--- src/logic/cst_defines.svh ---
`ifndef CST_DEFINES_SVH
`define CST_DEFINES_SVH

// ----------------------------------------------------------------
// Timer ratios and caps.
// ----------------------------------------------------------------
`define CST_PRE_DIV       10
`define CST_ADD_CAP_MULT  2

// ----------------------------------------------------------------
// Default time base and terminal counts.
// ----------------------------------------------------------------
`define CST_FAST_TICKS    32'd1000
`define CST_EXT_BASE      32'd10000
`define CST_INT_BASE      32'd10000

// ----------------------------------------------------------------
// Regulation reference codes, in 10 mV steps.
// ----------------------------------------------------------------
`define CST_VSET_CODE     8'hFA
`define CST_VPRE_CODE     8'h19

// ----------------------------------------------------------------
// Charge status encoding.
// ----------------------------------------------------------------
`define CST_STAT_OFF      2'h0
`define CST_STAT_DONE     2'h1
`define CST_STAT_FAST     2'h2
`define CST_STAT_PRE      2'h3

`endif

--- src/logic/cst_pkg.sv ---
package cst_pkg;

  // ----------------------------------------------------------------
  // Charger phase states.
  // ----------------------------------------------------------------
  typedef enum logic [2:0] {
    CST_OFF    = 3'b000,
    CST_PRE    = 3'b001,
    CST_FAST   = 3'b010,
    CST_DONE   = 3'b011,
    CST_FLT_HI = 3'b100,
    CST_FLT_LO = 3'b101
  } cst_state_e;

  typedef logic [7:0] cst_level_t;

endpackage

--- src/logic/cst_tick_if.sv ---
interface cst_tick_if #(parameter int BASE_W = 32);
  logic                clr;
  logic                slow;
  cst_pkg::cst_level_t refLevel;
  cst_pkg::cst_level_t setLevel;
  logic [BASE_W-1:0]   baseCycles;
  logic                tick;
  logic                nomTick;

  modport gen  (input clr, slow, refLevel, setLevel, baseCycles, output tick, nomTick);
  modport user (output clr, slow, refLevel, setLevel, baseCycles, input tick, nomTick);
endinterface

--- src/logic/cst_tick_gen.sv ---
module cst_tick_gen #(
  parameter int BASE_W = 32
) (
  input wire logic ref_clk,
  input wire logic rst,
  cst_tick_if.gen  tb
);
  import cst_pkg::*;

  localparam int ACC_W = BASE_W + 9;

  // ----------------------------------------------------------------
  // Elaboration check.
  // ----------------------------------------------------------------
  if (BASE_W < 2 || BASE_W > 32) begin : g_chk
    $error("BASE_W must lie between 2 and 32.");
  end

  logic [ACC_W-1:0]  acc;
  logic [BASE_W-1:0] nomCnt;

  // ----------------------------------------------------------------
  // Stretched step.
  // ----------------------------------------------------------------
  // The floor at half the reference keeps the period at most doubled.
  wire [8:0]       halfRef  = (9'(tb.refLevel) + 9'h001) >> 1;
  wire [7:0]       floorLvl = halfRef[7:0];
  wire [7:0]       clampLvl = (tb.setLevel > tb.refLevel) ? tb.refLevel :
                              (tb.setLevel < floorLvl) ? floorLvl : tb.setLevel;
  wire [7:0]       step     = tb.slow ? clampLvl : tb.refLevel;
  wire [ACC_W-1:0] span     = ACC_W'(tb.refLevel) * ACC_W'(tb.baseCycles);
  wire [ACC_W-1:0] sum      = acc + ACC_W'(step);
  wire             wrap     = (sum >= span);
  wire             nomWrap  = (nomCnt >= tb.baseCycles - BASE_W'(1));

  // ----------------------------------------------------------------
  // Accumulators.
  // ----------------------------------------------------------------
  always_ff @(posedge ref_clk) begin
    if (rst || tb.clr) begin
      acc     <= '0;
      tb.tick <= 1'b0;
    end else begin
      acc     <= wrap ? sum - span : sum;
      tb.tick <= wrap;
    end
  end

  always_ff @(posedge ref_clk) begin
    if (rst || tb.clr) begin
      nomCnt     <= '0;
      tb.nomTick <= 1'b0;
    end else begin
      nomCnt     <= nomWrap ? '0 : nomCnt + BASE_W'(1);
      tb.nomTick <= nomWrap;
    end
  end

endmodule

--- src/logic/cst_charger_safety_timer_fsm.sv ---
`include "cst_defines.svh"

module cst_charger_safety_timer_fsm #(
  parameter int          BASE_W     = 32,
  parameter int          TICK_W     = 16,
  parameter logic [31:0] EXT_BASE   = `CST_EXT_BASE,
  parameter logic [31:0] INT_BASE   = `CST_INT_BASE,
  parameter logic [31:0] FAST_TICKS = `CST_FAST_TICKS,
  parameter logic [7:0]  VSET_CODE  = `CST_VSET_CODE,
  parameter logic [7:0]  VPRE_CODE  = `CST_VPRE_CODE
) (
  input  wire logic          ref_clk,
  input  wire logic          rst,
  input  wire logic          acPresent,
  input  wire logic          usbPresent,
  input  wire logic          uvloActive,
  input  wire logic          chargeEnable,
  input  wire logic          chargeRunBit,
  input  wire logic          packTempFault,
  input  wire logic          battBelowPrecharge,
  input  wire logic          battBelowRecharge,
  input  wire logic          battBelowDepleted,
  input  wire logic          terminationDone,
  input  wire logic          thermalLoopActive,
  input  wire logic          powerPathLoopActive,
  input  wire logic          timingResistorFloating,
  input  wire cst_pkg::cst_level_t currentSetLevel,
  output cst_pkg::cst_state_e chargeState,
  output logic [1:0]         chargeStatus,
  output logic               chargerOn,
  output logic               timeoutFault,
  output logic               removalPullupEn,
  output logic               timersHeld
);
  import cst_pkg::*;

  localparam int ADD_W = TICK_W + 2;

  // ----------------------------------------------------------------
  // Elaboration checks.
  // ----------------------------------------------------------------
  if (FAST_TICKS < `CST_PRE_DIV || FAST_TICKS >= (64'd1 << TICK_W)) begin : g_chk_ticks
    $error("FAST_TICKS must be at least the divider and fit TICK_W.");
  end
  if (EXT_BASE < 2 || INT_BASE < 2) begin : g_chk_base
    $error("Time base counts must be at least 2.");
  end

  // ----------------------------------------------------------------
  // Terminal counts.
  // ----------------------------------------------------------------
  localparam logic [TICK_W-1:0] FAST_TERM = TICK_W'(FAST_TICKS);
  localparam logic [TICK_W-1:0] PRE_TERM  = TICK_W'(FAST_TICKS / `CST_PRE_DIV);
  localparam logic [ADD_W-1:0]  FAST_CAP  = ADD_W'(FAST_TICKS * `CST_ADD_CAP_MULT);
  localparam logic [ADD_W-1:0]  PRE_CAP   = ADD_W'((FAST_TICKS / `CST_PRE_DIV) * `CST_ADD_CAP_MULT);

  // ----------------------------------------------------------------
  // First phase of a new cycle.
  // ----------------------------------------------------------------
  function automatic cst_state_e startPhase(input logic belowPre);
    startPhase = belowPre ? CST_PRE : CST_FAST;
  endfunction

  // Chooses between the two fault waits.
  function automatic cst_state_e faultPhase(input logic belowRch);
    faultPhase = belowRch ? CST_FLT_LO : CST_FLT_HI;
  endfunction

  cst_state_e        state;
  cst_state_e        next_state;
  logic              prevPower;
  logic              prevRun;
  logic              prevEnable;
  logic [TICK_W-1:0] preCount;
  logic [TICK_W-1:0] fastCount;
  logic [ADD_W-1:0]  addCount;

  cst_tick_if #(.BASE_W(BASE_W)) tickBus ();

  // ----------------------------------------------------------------
  // Input conditions.
  // ----------------------------------------------------------------
  wire inputPower = acPresent | usbPresent;
  wire powerGone  = !inputPower || uvloActive || !chargeEnable;
  wire runRise    = chargeRunBit && !prevRun;
  wire enableRise = chargeEnable && !prevEnable;
  wire powerRise  = inputPower && !prevPower;
  wire restartReq = runRise || enableRise || powerRise;
  wire suspend    = !chargeRunBit || packTempFault;
  wire loopActive = thermalLoopActive | powerPathLoopActive;
  wire inPre      = (state == CST_PRE);
  wire inFast     = (state == CST_FAST);
  wire clearAll   = powerGone || restartReq;

  // ----------------------------------------------------------------
  // Time base and slowdown selection.
  // ----------------------------------------------------------------
  wire [BASE_W-1:0] baseSel   = timingResistorFloating ? BASE_W'(INT_BASE) : BASE_W'(EXT_BASE);
  wire              slowPre   = inPre && loopActive && battBelowDepleted;
  wire              slowFast  = inFast && loopActive && battBelowRecharge;
  wire [ADD_W-1:0]  addCap    = inPre ? PRE_CAP : FAST_CAP;
  wire              addCapped = (addCount >= addCap);
  wire              slowReq   = (slowPre || slowFast) && !addCapped;
  wire              phaseMove = (next_state != state);

  assign tickBus.clr        = clearAll || phaseMove;
  assign tickBus.slow       = slowReq;
  assign tickBus.refLevel   = inPre ? VPRE_CODE : VSET_CODE;
  assign tickBus.setLevel   = currentSetLevel;
  assign tickBus.baseCycles = baseSel;

  cst_tick_gen #(
    .BASE_W (BASE_W)
  ) u_tick (
    .ref_clk (ref_clk),
    .rst     (rst),
    .tb      (tickBus)
  );

  // ----------------------------------------------------------------
  // Timer expiry.
  // ----------------------------------------------------------------
  // Suspend only gates the tick, so the counts are held, not cleared.
  wire runTick    = tickBus.tick && !suspend;
  wire preLast    = (preCount == PRE_TERM - TICK_W'(1));
  wire fastLast   = (fastCount == FAST_TERM - TICK_W'(1));
  wire preExpire  = inPre && runTick && preLast && battBelowPrecharge;
  wire fastExpire = inFast && !timingResistorFloating && runTick && fastLast && !terminationDone;

  // ----------------------------------------------------------------
  // Phase sequencing.
  // ----------------------------------------------------------------
  always_comb begin
    next_state = state;
    case (state)
      CST_OFF: begin
        next_state = startPhase(battBelowPrecharge);
      end
      CST_PRE: begin
        if (preExpire) begin
          next_state = faultPhase(battBelowRecharge);
        end else if (!battBelowPrecharge) begin
          next_state = CST_FAST;
        end
      end
      CST_FAST: begin
        if (terminationDone) begin
          next_state = CST_DONE;
        end else if (fastExpire) begin
          next_state = faultPhase(battBelowRecharge);
        end
      end
      CST_DONE: begin
        if (battBelowRecharge) begin
          next_state = startPhase(battBelowPrecharge);
        end
      end
      CST_FLT_LO: begin
        if (!battBelowRecharge) begin
          next_state = CST_FLT_HI;
        end
      end
      CST_FLT_HI: begin
        if (battBelowRecharge) begin
          next_state = startPhase(battBelowPrecharge);
        end
      end
      default: begin
        next_state = CST_OFF;
      end
    endcase
    if (powerGone) begin
      next_state = CST_OFF;
    end else if (restartReq) begin
      next_state = startPhase(battBelowPrecharge);
    end
  end

  always_ff @(posedge ref_clk) begin
    if (rst) begin
      state <= CST_OFF;
    end else begin
      state <= next_state;
    end
  end

  // ----------------------------------------------------------------
  // Edge history for restart detection.
  // ----------------------------------------------------------------
  always_ff @(posedge ref_clk) begin
    if (rst) begin
      prevPower  <= 1'b0;
      prevRun    <= 1'b0;
      prevEnable <= 1'b0;
    end else begin
      prevPower  <= inputPower;
      prevRun    <= chargeRunBit;
      prevEnable <= chargeEnable;
    end
  end

  // ----------------------------------------------------------------
  // Precharge timer.
  // ----------------------------------------------------------------
  always_ff @(posedge ref_clk) begin
    if (rst || clearAll || !inPre || phaseMove) begin
      preCount <= '0;
    end else if (runTick) begin
      preCount <= preCount + TICK_W'(1);
    end
  end

  // ----------------------------------------------------------------
  // Fast-charge timer.
  // ----------------------------------------------------------------
  // A floating timing pin keeps this timer cleared for as long as the pin floats.
  always_ff @(posedge ref_clk) begin
    if (rst || clearAll || !inFast || phaseMove || timingResistorFloating) begin
      fastCount <= '0;
    end else if (runTick) begin
      fastCount <= fastCount + TICK_W'(1);
    end
  end

  // ----------------------------------------------------------------
  // Added time accounting.
  // ----------------------------------------------------------------
  // Counted in nominal periods so the cap is independent of stretch depth.
  always_ff @(posedge ref_clk) begin
    if (rst || clearAll || phaseMove) begin
      addCount <= '0;
    end else if (tickBus.nomTick && slowReq && !suspend) begin
      addCount <= addCount + ADD_W'(1);
    end
  end

  // ----------------------------------------------------------------
  // Status outputs.
  // ----------------------------------------------------------------
  wire faultNext = (next_state == CST_FLT_HI) || (next_state == CST_FLT_LO);

  always_ff @(posedge ref_clk) begin
    if (rst) begin
      chargeStatus    <= `CST_STAT_OFF;
      chargerOn       <= 1'b0;
      timeoutFault    <= 1'b0;
      removalPullupEn <= 1'b0;
      timersHeld      <= 1'b0;
    end else begin
      case (next_state)
        CST_PRE:  chargeStatus <= suspend ? `CST_STAT_OFF : `CST_STAT_PRE;
        CST_FAST: chargeStatus <= suspend ? `CST_STAT_OFF : `CST_STAT_FAST;
        CST_DONE: chargeStatus <= `CST_STAT_DONE;
        default:  chargeStatus <= `CST_STAT_OFF;
      endcase
      chargerOn       <= (next_state == CST_PRE || next_state == CST_FAST) && !suspend;
      timeoutFault    <= faultNext;
      removalPullupEn <= (next_state == CST_FLT_LO);
      timersHeld      <= suspend && (next_state == CST_PRE || next_state == CST_FAST);
    end
  end

  assign chargeState = state;

endmodule

--- config.mk ---
export PLATFORM = sky130hd
export DESIGN_NAME = cst_charger_safety_timer_fsm
export DESIGN_NICKNAME = d
export VERILOG_FILES = /design/src/logic/cst_pkg.sv /design/src/logic/cst_tick_if.sv /design/src/logic/cst_tick_gen.sv /design/src/logic/cst_charger_safety_timer_fsm.sv
export VERILOG_INCLUDE_DIRS = /design/src /design/src/logic
export SDC_FILE = /design/constraint.sdc
export NUM_CORES = 1
export LEC_CHECK = 0
export BUFFER_PORTS_ARGS = -buffer_cell sky130_fd_sc_hd__clkbuf_2
export CAP_MARGIN = 5
export CORE_ASPECT_RATIO = 0.9
export CORE_MARGIN = 1.5
export CORE_UTILIZATION = 56
export CTS_BUF_LIST = sky130_fd_sc_hd__clkbuf_16
export DETAILED_ROUTE_END_ITERATION = 10
export GPL_TIMING_DRIVEN = 0
export PLACE_DENSITY = 0.75
export RECOVER_POWER = 100
export SLEW_MARGIN = 15
export SYNTH_ARGS = -nofsm -noshare
export SYNTH_HDL_FRONTEND = slang
export SYNTH_SLANG_ARGS = --single-unit
export TNS_END_PERCENT = 10
--- constraint.sdc ---
create_clock -name ref_clk -period 7.45 [get_ports ref_clk]
set_clock_uncertainty 0.2 [all_clocks]
set_input_delay 0.745 -clock ref_clk [delete_from_list [all_inputs] [get_ports ref_clk]]
set_output_delay 0.745 -clock ref_clk [all_outputs]
set_load 0.005 [all_outputs]
==> metrics.md, run 1 <==
| Metric | Value |
|---|---|
| Status | `finished with violations` |
| Failing checks | `setup timing` |
| TritonCTS Buffers | `17` |
| First-pass GRT wire length | `33000 microns` |
| Worst Path Arrival | `7.63 ns` |
| Post-detail-place hpwl | `13600 microns` |
| Hold Path Class | `reg2reg` |
| IO Port Bufs | `30` |
| Gr ovfl total | `0` |
| Minimum hold slack | `0.260 ns` |
| Endpoints failing setup | `13` |
| Initial antenna violation count | `0` |
| Final WL | `20800 microns` |
| Flops & latches, synth | `137` |
| Final hold violation count | `0` |
| Critical Path Start | `chargeState[1]$_SDFF_PP0_` |
| Finished layout cell area | `9540 sq um` |
| Crit path time final | `7.55 ns` |
| Worst hold start | `u_tick.nomCnt[0]$_SDFF_PP0_` |
| Worst-path clk slew | `0.07 ns` |
| Max cap viols | `0` |
| Worst slew margin | `0.442` |
| Post-Synthesis Cells | `947` |
| Cell count after placement | `1162` |
| Clock root cell | `clkbuf_16` |
| Fin nets | `1096` |
| Slowest CP cell | `or4_1` |
| RSZ-0062 raised after global routing | `yes` |
| Die X | `128 microns` |
| # rows | `40` |
| Leak | `0.00353 uW` |
| Total core area | `13500 sq um` |
| Largest net degree at the start of global routing | `17` |
| Crit path depth | `32` |
| Total track usage | `0.284` |
| Final Util | `0.706` |
| Hold Crit Depth | `1` |
| Critical Path RT | `7.53 ns` |
| Initial Util | `0.581` |
| TritonCTS clock tree | `built` |
| Yosys Warn Count | `0` |
| Layout cell share with drive strength beyond 1 | `0.173` |
| RR Startpoint | `chargeState[1]$_SDFF_PP0_` |
| Starting DRT DRC Count | `649` |
| Non-Filler Instances | `1225` |
| GPL Wtd Cong | `0.888` |
| Worst path max stage delay | `0.52 ns` |
| Synth area leader | `dfxtp_1` |
| Synth cell types | `78` |
| Max Slew Vio Count | `0` |
| Top delay family on crit path | `simple AND/OR/NAND/NOR gates` |
| Post-synthesis instance area | `7850 sq um` |
| Largest family of logic cells by synthesized area | `simple AND/OR/NAND/NOR gates` |
| Die Y | `115 microns` |
| Drt wl/cell | `17.0 microns` |
| Crit path max fanout | `8` |
| H-tree depth | `4` |
| Worst setup EP type | `flip-flop` |
| Peak VDD IR | `0.000207 V` |
| Xor and xnor area share after synthesis | `0.129` |
| Area after DPL | `8310 sq um` |
| Post-synth EDFFs | `0` |
| Most common library cells after synthesis | `137 x dfxtp_1, 131 x nor2_1, 69 x nand2_1, 62 x xnor2_1, 55 x nand3_1` |
| Mapped Avg Cell Area | `8.29 sq um` |
| P&R area growth vs syn | `21.5%` |
| Critical path class | `reg2reg` |
| Via count | `7412` |
| Setup crit start kind | `flip-flop` |
| Full die area | `14700 sq um` |
| Highest clock rate | `0.133 GHz` |
| Ys async rst share | `0` |
| Yosys top cell area share | `0.349` |
| Cell Pwr Density | `174 nW/um^2` |
| Top Ports | `32` |
| Seq/Total Area, Yosys | `0.349` |
| Vias in the first global route | `6793` |
| Total chip power | `1660 uW` |
| Mux cell area share after synthesis | `0.00797` |
| Clk buf depth | `2` |
| Flop2flop setup slack | `-0.1 ns` |
| Slew @ Worst Pin | `0.837 ns` |
| WP buf/inv | `4` |
| Routed Antenna Nets | `0` |
| Count leader, synth | `dfxtp_1` |
| Worst skew pair latency | `0.43 ns` |
| CTS Sinks | `137` |
| Simple-Gate Fraction of Synth Area | `0.287` |
| Final period util | `1.01` |
| Synth Area in Adders | `0.0507` |
| Main area contributors after synthesis | `dfxtp_1 35%, xnor2_1 6.9%, nor2_1 6.3%` |
| Primary FF master, synth | `dfxtp_1` |
| Drt via density | `6.05` |
| Worst Reg-to-Reg Cells | `32` |
| Pre-antenna DRT Iters | `5` |
| Final setup margin | `-0.0972 ns` |
| Diode count | `0` |
| Synth Area in Compound Gates | `0.143` |
| DRC | `0` |
-- state kept, by name (all words and copies together), names as in the netlist --
register           flops
addCount              18
u_tick.nomCnt         32
fastCount             16
u_tick.acc            41
prevRun                1
prevPower              1
preCount              16
chargerOn              1
prevEnable             1
timersHeld             1
timeoutFault           1
u_tick.tb.tick         1
u_tick.tb.nomTick      1
removalPullupEn        1
chargeStatus           2
chargeState            3
-- worst register-to-register path, delay by kind of cell (launching register included) --
family                   cells  cell delay (ns)
AO/OA/AOI/OAI               11             2.47
XOR/XNOR                     1             0.15
adder cells (fa/ha/maj)      3             0.73
buffers and inverters        4             0.55
flip-flops                   1             0.37
AND/OR/NAND/NOR             13             2.91
-- path summary, 6_finish.rpt --
| kind | to |
|---|---|
| max | u_tick.acc[30]$_SDFF_PP0_ |
| min | u_tick.nomCnt[0]$_SDFF_PP0_ |
| max reg2reg | u_tick.acc[30]$_SDFF_PP0_ |
| min reg2reg | u_tick.nomCnt[0]$_SDFF_PP0_ |
-- cells in the final DEF (no fill, tap or decap), types with 9 or more instances in the layout --
cell type and n:
dfxtp_1 135, nor2_1 129, nand2_1 69, xnor2_1 60, nand3_1 52, xor2_1 50
buf_4 34, a21oi_1 31, clkbuf_2 28, inv_1 27, nand4_1 25, nor4_1 23
o21ai_0 23, nor3_1 22, and3_1 20, ha_1 19, clkbuf_16 18, conb_1 18
clkbuf_1 16, and2_1 15, or3_1 14, a21oi_2 12, o21a_1 12, a21o_1 10
nand2b_1 9, o211ai_1 9, a31oi_1 9
-- per-layer routing --
layer / track usage / up-vias / part of all wire
li1: - / 3565 / -
met1: 0.373 / 3509 / 0.45
met2: 0.455 / 267 / 0.45
met3: 0.0572 / 71 / 0.057
met4: 0.127 / 0 / 0.037
met5: 0 / - / 0
-- area by class of cell --
type | instances | area (sq um)
fill | 1038 | 3980
buffer | 25 | 176
multi-input combinational | 769 | 5290
inverter | 30 | 120
sequential | 137 | 2750
clock buffer | 17 | 425
timing repair buffer | 64 | 405
clock inverter | 15 | 164
tap | 168 | 210
-- what timing repair did --
item,4_1_cts,5_1_grt
resized for setup,58,31
pin swaps,24,27
hold buffers,0,0
endpoints found under the setup margin,38,38
buffers inserted,24,10
-- cell families after synthesis --
group / Yosys count
buffers and inverters: 58
muxes: 6
DFF: 137
other: 1
and+or+nand+nor: 439
adders and majority gates: 31
AOI/OAI and AO/OA: 161
xor gates and xnor gates: 114
-- stage by stage --
step	setup slack [ns]	TNS, ns
global placement	-1.21	-40.21
global route	-0.283	-5.33
detailed placement	-1.16	-37.78
finish	-0.0972	-0.671
CTS	-0.0585	-0.0888
floorplan	0.00641	0
-- power by group --
group | switching (uW) | leakage (uW) | total [uW] | internal (uW)
clock network | 351 | 0.000284 | 850 | 499
logic | 39.9 | 0.00214 | 70.5 | 30.6
registers | 2.29 | 0.00111 | 742 | 739
total | 394 | 0.00353 | 1660 | 1270
Note: power is estimated with default switching activity, not from simulation.
==> run 2, diff against run 1 <==
CORE_ASPECT_RATIO = 1.75   (was 0.9)
CORE_MARGIN = 2   (was 1.5)
==> metrics.md, run 2 (synthesis gave the netlist of run 1 again) <==
| Metric | Value |
|---|---|
| Diode count | `0 (unchanged)` |
| Final WL | `23900 microns (+15%)` |
| Flop2flop setup slack | `-0.30 ns (-0.20 ns)` |
| Post-detail-place hpwl | `14500 microns (+6.1%)` |
| Failing checks | `setup timing` |
| Worst-path clk slew | `0.07 ns (about the same)` |
| Max Slew Vio Count | `0 (unchanged)` |
| DRC | `0 (unchanged)` |
| Endpoints failing setup | `36 (+23)` |
| Critical Path RT | `7.54 ns (about the same)` |
| Vias in the first global route | `7713 (+14%)` |
| Worst Hold End | `u_tick.nomCnt[0]$_SDFF_PP0_` |
| Final setup margin | `-0.298 ns (-0.200 ns)` |
| Status | `finished with violations` |
| Pre-antenna DRT Iters | `5 (unchanged)` |
| H-tree depth | `4 (unchanged)` |
| Worst setup EP type | `flip-flop` |
| IO Port Bufs | `30 (unchanged)` |
| Hold Crit Depth | `1 (unchanged)` |
| Reg2reg end | `u_tick.acc[30]$_SDFF_PP0_` |
| Final hold violation count | `0 (unchanged)` |
| GPL Wtd Cong | `0.909 (+2.4%)` |
| Non-Filler Instances | `1272 (+3.8%)` |
| Largest net degree at the start of global routing | `17 (unchanged)` |
| Worst hold start | `u_tick.nomCnt[0]$_SDFF_PP0_` |
| Cts-stage hold buffer count | `0 (unchanged)` |
| Highest clock rate | `0.129 GHz (-2.6%)` |
| Worst path max stage delay | `0.43 ns (-0.09 ns)` |
| # rows | `57 (+43%)` |
| CTS Sinks | `137 (unchanged)` |
| Gr ovfl total | `0 (unchanged)` |
| Top Ports | `32 (unchanged)` |
| Initial Util | `0.570 (-0.0106)` |
| RR Startpoint | `chargeState[2]$_SDFF_PP0_` |
| Top delay family on crit path | `simple AND/OR/NAND/NOR gates` |
| Worst slew margin | `0.383 (-0.0590)` |
| Leak | `0.00378 uW (+7.1%)` |
| Number of flip-flops under the largest register name | `41 (unchanged)` |
| Drt wl/cell | `18.8 microns (+11%)` |
| Regs by FF count | `u_tick.acc (41), u_tick.nomCnt (32), addCount (18)` |
| Peak VDD IR | `0.000153 V (-26%)` |
| Initial antenna violation count | `0 (unchanged)` |
| Clock root cell | `clkbuf_16` |
| Critical Path Start | `chargeState[2]$_SDFF_PP0_` |
| Cell Pwr Density | `165 nW/um^2 (-5.3%)` |
| Starting DRT DRC Count | `445 (-31%)` |
| Slew @ Worst Pin | `0.917 ns (+0.0800 ns)` |
| Cell count after placement | `1171 (+0.77%)` |
| Fin nets | `1134 (+3.5%)` |
| # fillers | `986 (-5.0%)` |
| Slowest CP cell | `or4_4` |
| Layout cell share with drive strength beyond 1 | `0.209 (+0.0360)` |
| Setup crit start kind | `flip-flop` |
| Biggest register | `u_tick.acc` |
| First-pass GRT wire length | `37200 microns (+13%)` |
| TritonCTS Buffers | `17 (unchanged)` |
| Crit path max fanout | `5 (-3)` |
| Full die area | `15000 sq um (+1.9%)` |
| WP buf/inv | `7 (+3)` |
| Most common cell after layout, fill and taps aside | `dfxtp_1` |
| RSZ-0062 raised after global routing | `yes` |
| Via count | `7800 (+5.2%)` |
| Routed Antenna Nets | `0 (unchanged)` |
| Clk buf depth | `2 (unchanged)` |
| Total chip power | `1640 uW (-1.2%)` |
| Crit path depth | `34 (+6.3%)` |
| Worst Path Arrival | `7.83 ns (+0.20 ns)` |
| Total track usage | `0.313 (+0.0292)` |
| Total core area | `13800 sq um (+1.9%)` |
| Worst skew pair latency | `0.43 ns (about the same)` |
| Crit path time final | `7.75 ns (+0.200 ns)` |
| Die Y | `161 microns (+39%)` |
| Final period util | `1.04 (+0.0269)` |
| Die X | `93.5 microns (-27%)` |
| Hold Path Class | `reg2reg` |
| TritonCTS clock tree | `built` |
| Drt via density | `6.13 (+1.3%)` |
| Max cap viols | `0 (unchanged)` |
| P&R area growth vs syn | `26.8%` |
| Critical path class | `reg2reg` |
| Worst Reg-to-Reg Cells | `34 (+6.3%)` |
| Most frequent cells in the layout | `134 x dfxtp_1, 128 x nor2_1, 69 x nand2_1` |
-- run 2: area by class of cell --
cell class              count  area (sq um)  share of cell area
plain buffers              28           221              0.0223
clock buffers              17           425              0.0427
clock inverters            15           134              0.0135
inverters                  30           118              0.0118
multi-input cells         769          5380               0.541
flip-flops and latches    137          2750               0.276
well taps                 177           221              0.0223
repair buffers             99           697              0.0700
-- run 2: through the flow --
stage | setup TNS (ns) | setup slack, ns | utilization | area, sq um | hold slack, ns
after CTS | -0.0251 | -0.0138 | 0.704 | 9680 | 0.245
after detailed placement | -45.68 | -1.35 | 0.604 | 8320 | 0.236
final | -5.95 | -0.298 | 0.723 | 9950 | 0.246
after floorplan | 0 | 0.00641 | - | 7950 | 0.213
after global placement | -46.39 | -1.37 | 0.604 | 8320 | 0.231
after global routing | -13.47 | -0.500 | 0.723 | 9950 | 0.269
-- run 2: power breakdown --
group / total [uW] / internal, uW / switching, uW / leakage [uW]
sequential: 741 / 739 / 2.08 / 0.00111
combinational: 80.7 / 36.3 / 44.4 / 0.00240
clock: 821 / 440 / 381 / 0.000267
-- run 2: worst register-to-register path: cells and delay by family, from the launching register on --
kind | cells | cell delay (ns)
simple gates | 12 | 2.83
compound gates | 11 | 2.34
buf+inv | 7 | 0.89
fa+ha+maj | 3 | 0.84
flops | 1 | 0.32
xor+xnor | 1 | 0.17
-- run 2: how the worst max path moves through the flow --
stage	endpoint	slack (ns)
floorplan	u_tick.acc[28]$_SDFF_PP0_	0.006
global placement	u_tick.acc[34]$_SDFF_PP0_	-1.37
detailed placement	u_tick.acc[34]$_SDFF_PP0_	-1.35
CTS	u_tick.acc[30]$_SDFF_PP0_	-0.01
global route	u_tick.acc[30]$_SDFF_PP0_	-0.50
finish	u_tick.acc[30]$_SDFF_PP0_	-0.30
-- run 2: routing by layer --
| layer | track usage | vias up | wire, microns |
|---|---|---|---|
| li1 | - | 3637 | - |
| met1 | 0.315 | 3688 | 8340 |
| met2 | 0.574 | 343 | 12700 |
| met3 | 0.0502 | 132 | 1300 |
| met4 | 0.211 | 0 | 1640 |
| met5 | 0 | - | 0 |
-- run 2: repair_timing --
item,4_1_cts,5_1_grt
gates resized for setup,67,41
gates cloned,1,0
buffers inserted,60,15
setup endpoints to repair,38,44
pin swaps,20,39
==> run 3, diff against run 2 <==
CORE_ASPECT_RATIO = 1.5   (was 1.75)
==> metrics.md, run 3 (synthesis gave the netlist of run 1 again) <==
| Metric | Value |
|---|---|
| Die X | `101 microns (+7.7%)` |
| P&R area growth vs syn | `21.4%` |
| Most frequent cells in the layout | `134 x dfxtp_1, 128 x nor2_1, 69 x nand2_1` |
| Clk buf depth | `2 (unchanged)` |
| H-tree depth | `4 (unchanged)` |
| # rows | `53 (-7.0%)` |
| GPL Wtd Cong | `0.907 (-0.23%)` |
| Worst slew margin | `0.466 (+0.0830)` |
| RR Startpoint | `chargeState[0]$_SDFF_PP0_` |
| Crit path max fanout | `10 (+5)` |
| Critical Path RT | `7.53 ns (about the same)` |
| Final WL | `20900 microns (-13%)` |
| Worst path max stage delay | `0.43 ns (about the same)` |
| Clock network power share | `0.495 (-0.005)` |
| Hold Path Class | `reg2reg` |
| Endpoints failing setup | `14 (-61%)` |
| Largest net degree at the start of global routing | `18 (+1)` |
| Logic pwr share | `0.042 (-0.007)` |
| Gr ovfl total | `0 (unchanged)` |
| Worst-path clk slew | `0.06 ns (about the same)` |
| Critical Path Start | `chargeState[0]$_SDFF_PP0_` |
| CTS Sinks | `137 (unchanged)` |
| Top Ports | `32 (unchanged)` |
| Worst hold start | `u_tick.nomCnt[0]$_SDFF_PP0_` |
| Switching part of the total power | `0.247 (-0.0130)` |
| Setup crit start kind | `flip-flop` |
| Drt wl/cell | `17.1 microns (-9.1%)` |
| Max cap viols | `0 (unchanged)` |
| Final period util | `1.02 (-0.0195)` |
| Cell Pwr Density | `168 nW/um^2 (+1.9%)` |
| Max Slew Vio Count | `0 (unchanged)` |
| DRC | `0 (unchanged)` |
| Reg power frac | `0.463 (+0.012)` |
| First-pass GRT wire length | `32700 microns (-12%)` |
| Slew @ Worst Pin | `0.794 ns (-0.123 ns)` |
| Leak | `0.00349 uW (-7.7%)` |
| Worst skew pair latency | `0.42 ns (about the same)` |
| Cell count after placement | `1159 (-1.0%)` |
| Non-Filler Instances | `1223 (-3.9%)` |
| Pre-CTS setup slack | `-1.19 ns (+0.160 ns)` |
| Status | `finished with violations` |
| Layout cell share with drive strength beyond 1 | `0.166 (-0.0428)` |
| Total core area | `13900 sq um (+0.69%)` |
| TritonCTS Buffers | `17 (unchanged)` |
| Slowest CP cell | `or4_4` |
| Failing checks | `setup timing` |
| Die Y | `149 microns (-7.2%)` |
| Via count | `7315 (-6.2%)` |
| Number of flip-flops under the largest register name | `41 (unchanged)` |
| Highest clock rate | `0.132 GHz (+1.9%)` |
| Total track usage | `0.274 (-0.0391)` |
| Drt via density | `5.98 (-2.5%)` |
| Worst setup EP type | `flip-flop` |
| TritonCTS clock tree | `built` |
| Pre-antenna DRT Iters | `7 (+2)` |
| Routed Antenna Nets | `0 (unchanged)` |
| Initial antenna violation count | `0 (unchanged)` |
| Final hold violation count | `0 (unchanged)` |
| Most common cell after layout, fill and taps aside | `dfxtp_1` |
| Vias in the first global route | `6959 (-9.8%)` |
| Crit path time final | `7.60 ns (-0.146 ns)` |
| Fin nets | `1097 (-3.3%)` |
| Critical path class | `reg2reg` |
| Internal power | `1210 uW (-0.72%)` |
| IO Port Bufs | `30 (unchanged)` |
| Biggest register | `u_tick.acc` |
| Full die area | `15000 sq um (-0.12%)` |
| Regs by FF count | `u_tick.acc (41), u_tick.nomCnt (32), addCount (18)` |
| Final setup margin | `-0.152 ns (+0.146 ns)` |
| Cts-stage hold buffer count | `0 (unchanged)` |
| Post-detail-place hpwl | `14300 microns (-1.3%)` |
| Storage cell area | `2750 sq um (unchanged)` |
| Diode count | `0 (unchanged)` |
| Starting DRT DRC Count | `356 (-20%)` |
| Crit-path most repeated cell | `o21ai_2` |
| Clock root cell | `clkbuf_16` |
| Sw power | `396 uW (-7.3%)` |
| RSZ-0062 raised after global routing | `yes` |
| Initial Util | `0.566 (-0.00391)` |
| Worst Path Arrival | `7.68 ns (-0.15 ns)` |
| Peak VDD IR | `0.000157 V (+2.3%)` |
| # fillers | `1087 (+10%)` |
| Multi-input logic area | `5300 sq um (-1.6%)` |
==> run 3: cell types whose count changed in the layout (fill, tap and decap cells not counted), sizes merged <==
cell,before,now
clkbuf,67,65
clkinv,2,3
buf,76,42
clkinvlp,4,3
bufbuf,1,0
==> run 3: stage by stage <==
stage / utilization / setup TNS [ns] / power (uW) / instance area (sq um) / hold slack, ns
floorplan: - / 0 / 795 / 7950 / 0.213
global placement: 0.599 / -40.85 / 812 / 8300 / 0.232
detailed placement: 0.599 / -40.30 / 813 / 8300 / 0.234
CTS: 0.670 / -0.147 / 1610 / 9290 / 0.243
global route: 0.687 / -7.18 / 1650 / 9530 / 0.264
finish: 0.687 / -0.807 / 1600 / 9530 / 0.238
==> run 3: worst paths after layout <==
check	slack [ns]	end	cells after the start
worst max-delay path	-0.15	u_tick.acc[6]$_SDFF_PP0_	34
worst min-delay path	0.24	u_tick.nomCnt[0]$_SDFF_PP0_	1
worst max register to register	-0.15	u_tick.acc[6]$_SDFF_PP0_	34
worst min register to register	0.24	u_tick.nomCnt[0]$_SDFF_PP0_	1
==> run 3: routing by layer <==
layer  part of all wire  GRT usage  vias up  wire length [microns]
met1               0.38      0.299     3418                   7950
met3              0.048     0.0459       79                   1010
met5                  0          0        -                      0
met2               0.53      0.507      254                  11000
met4              0.044      0.125        0                    918
li1                   -          -     3564                      -
==> run 3: critical path, delay by kind of cell (launching register included) <==
kind            cells  cell delay (ns)
flops               1             0.37
buf+inv             7             0.94
compound gates     10             1.92
simple gates       12             2.88
xor+xnor            2             0.35
fa+ha+maj           3             0.79
==> run 3: final cells by class <==
cell class,count,share of cell area
Buffer,26,0.0194
Clock buffer,17,0.0447
Clock inverter,15,0.0137
Inverter,30,0.0126
Multi-Input combinational cell,769,0.556
Sequential cell,137,0.289
Tap cell,165,0.0217
Timing Repair Buffer,64,0.0429
==> run 3: timing repair <==
item,in CTS,in global routing
setup endpoints to repair,38,37
cloned,0,0
pin swaps,18,18
resized for setup,55,32
setup buffers,22,12
==> run 3: power by group through the flow <==
stage / logic [uW] / clock network, uW / registers [uW]
global placement: 54.0 / 0 / 758
floorplan: 37.1 / 0 / 758
detailed placement: 54.4 / 0 / 759
finish: 68.0 / 793 / 742
CTS: 62.5 / 801 / 742
global route: 74.6 / 834 / 742
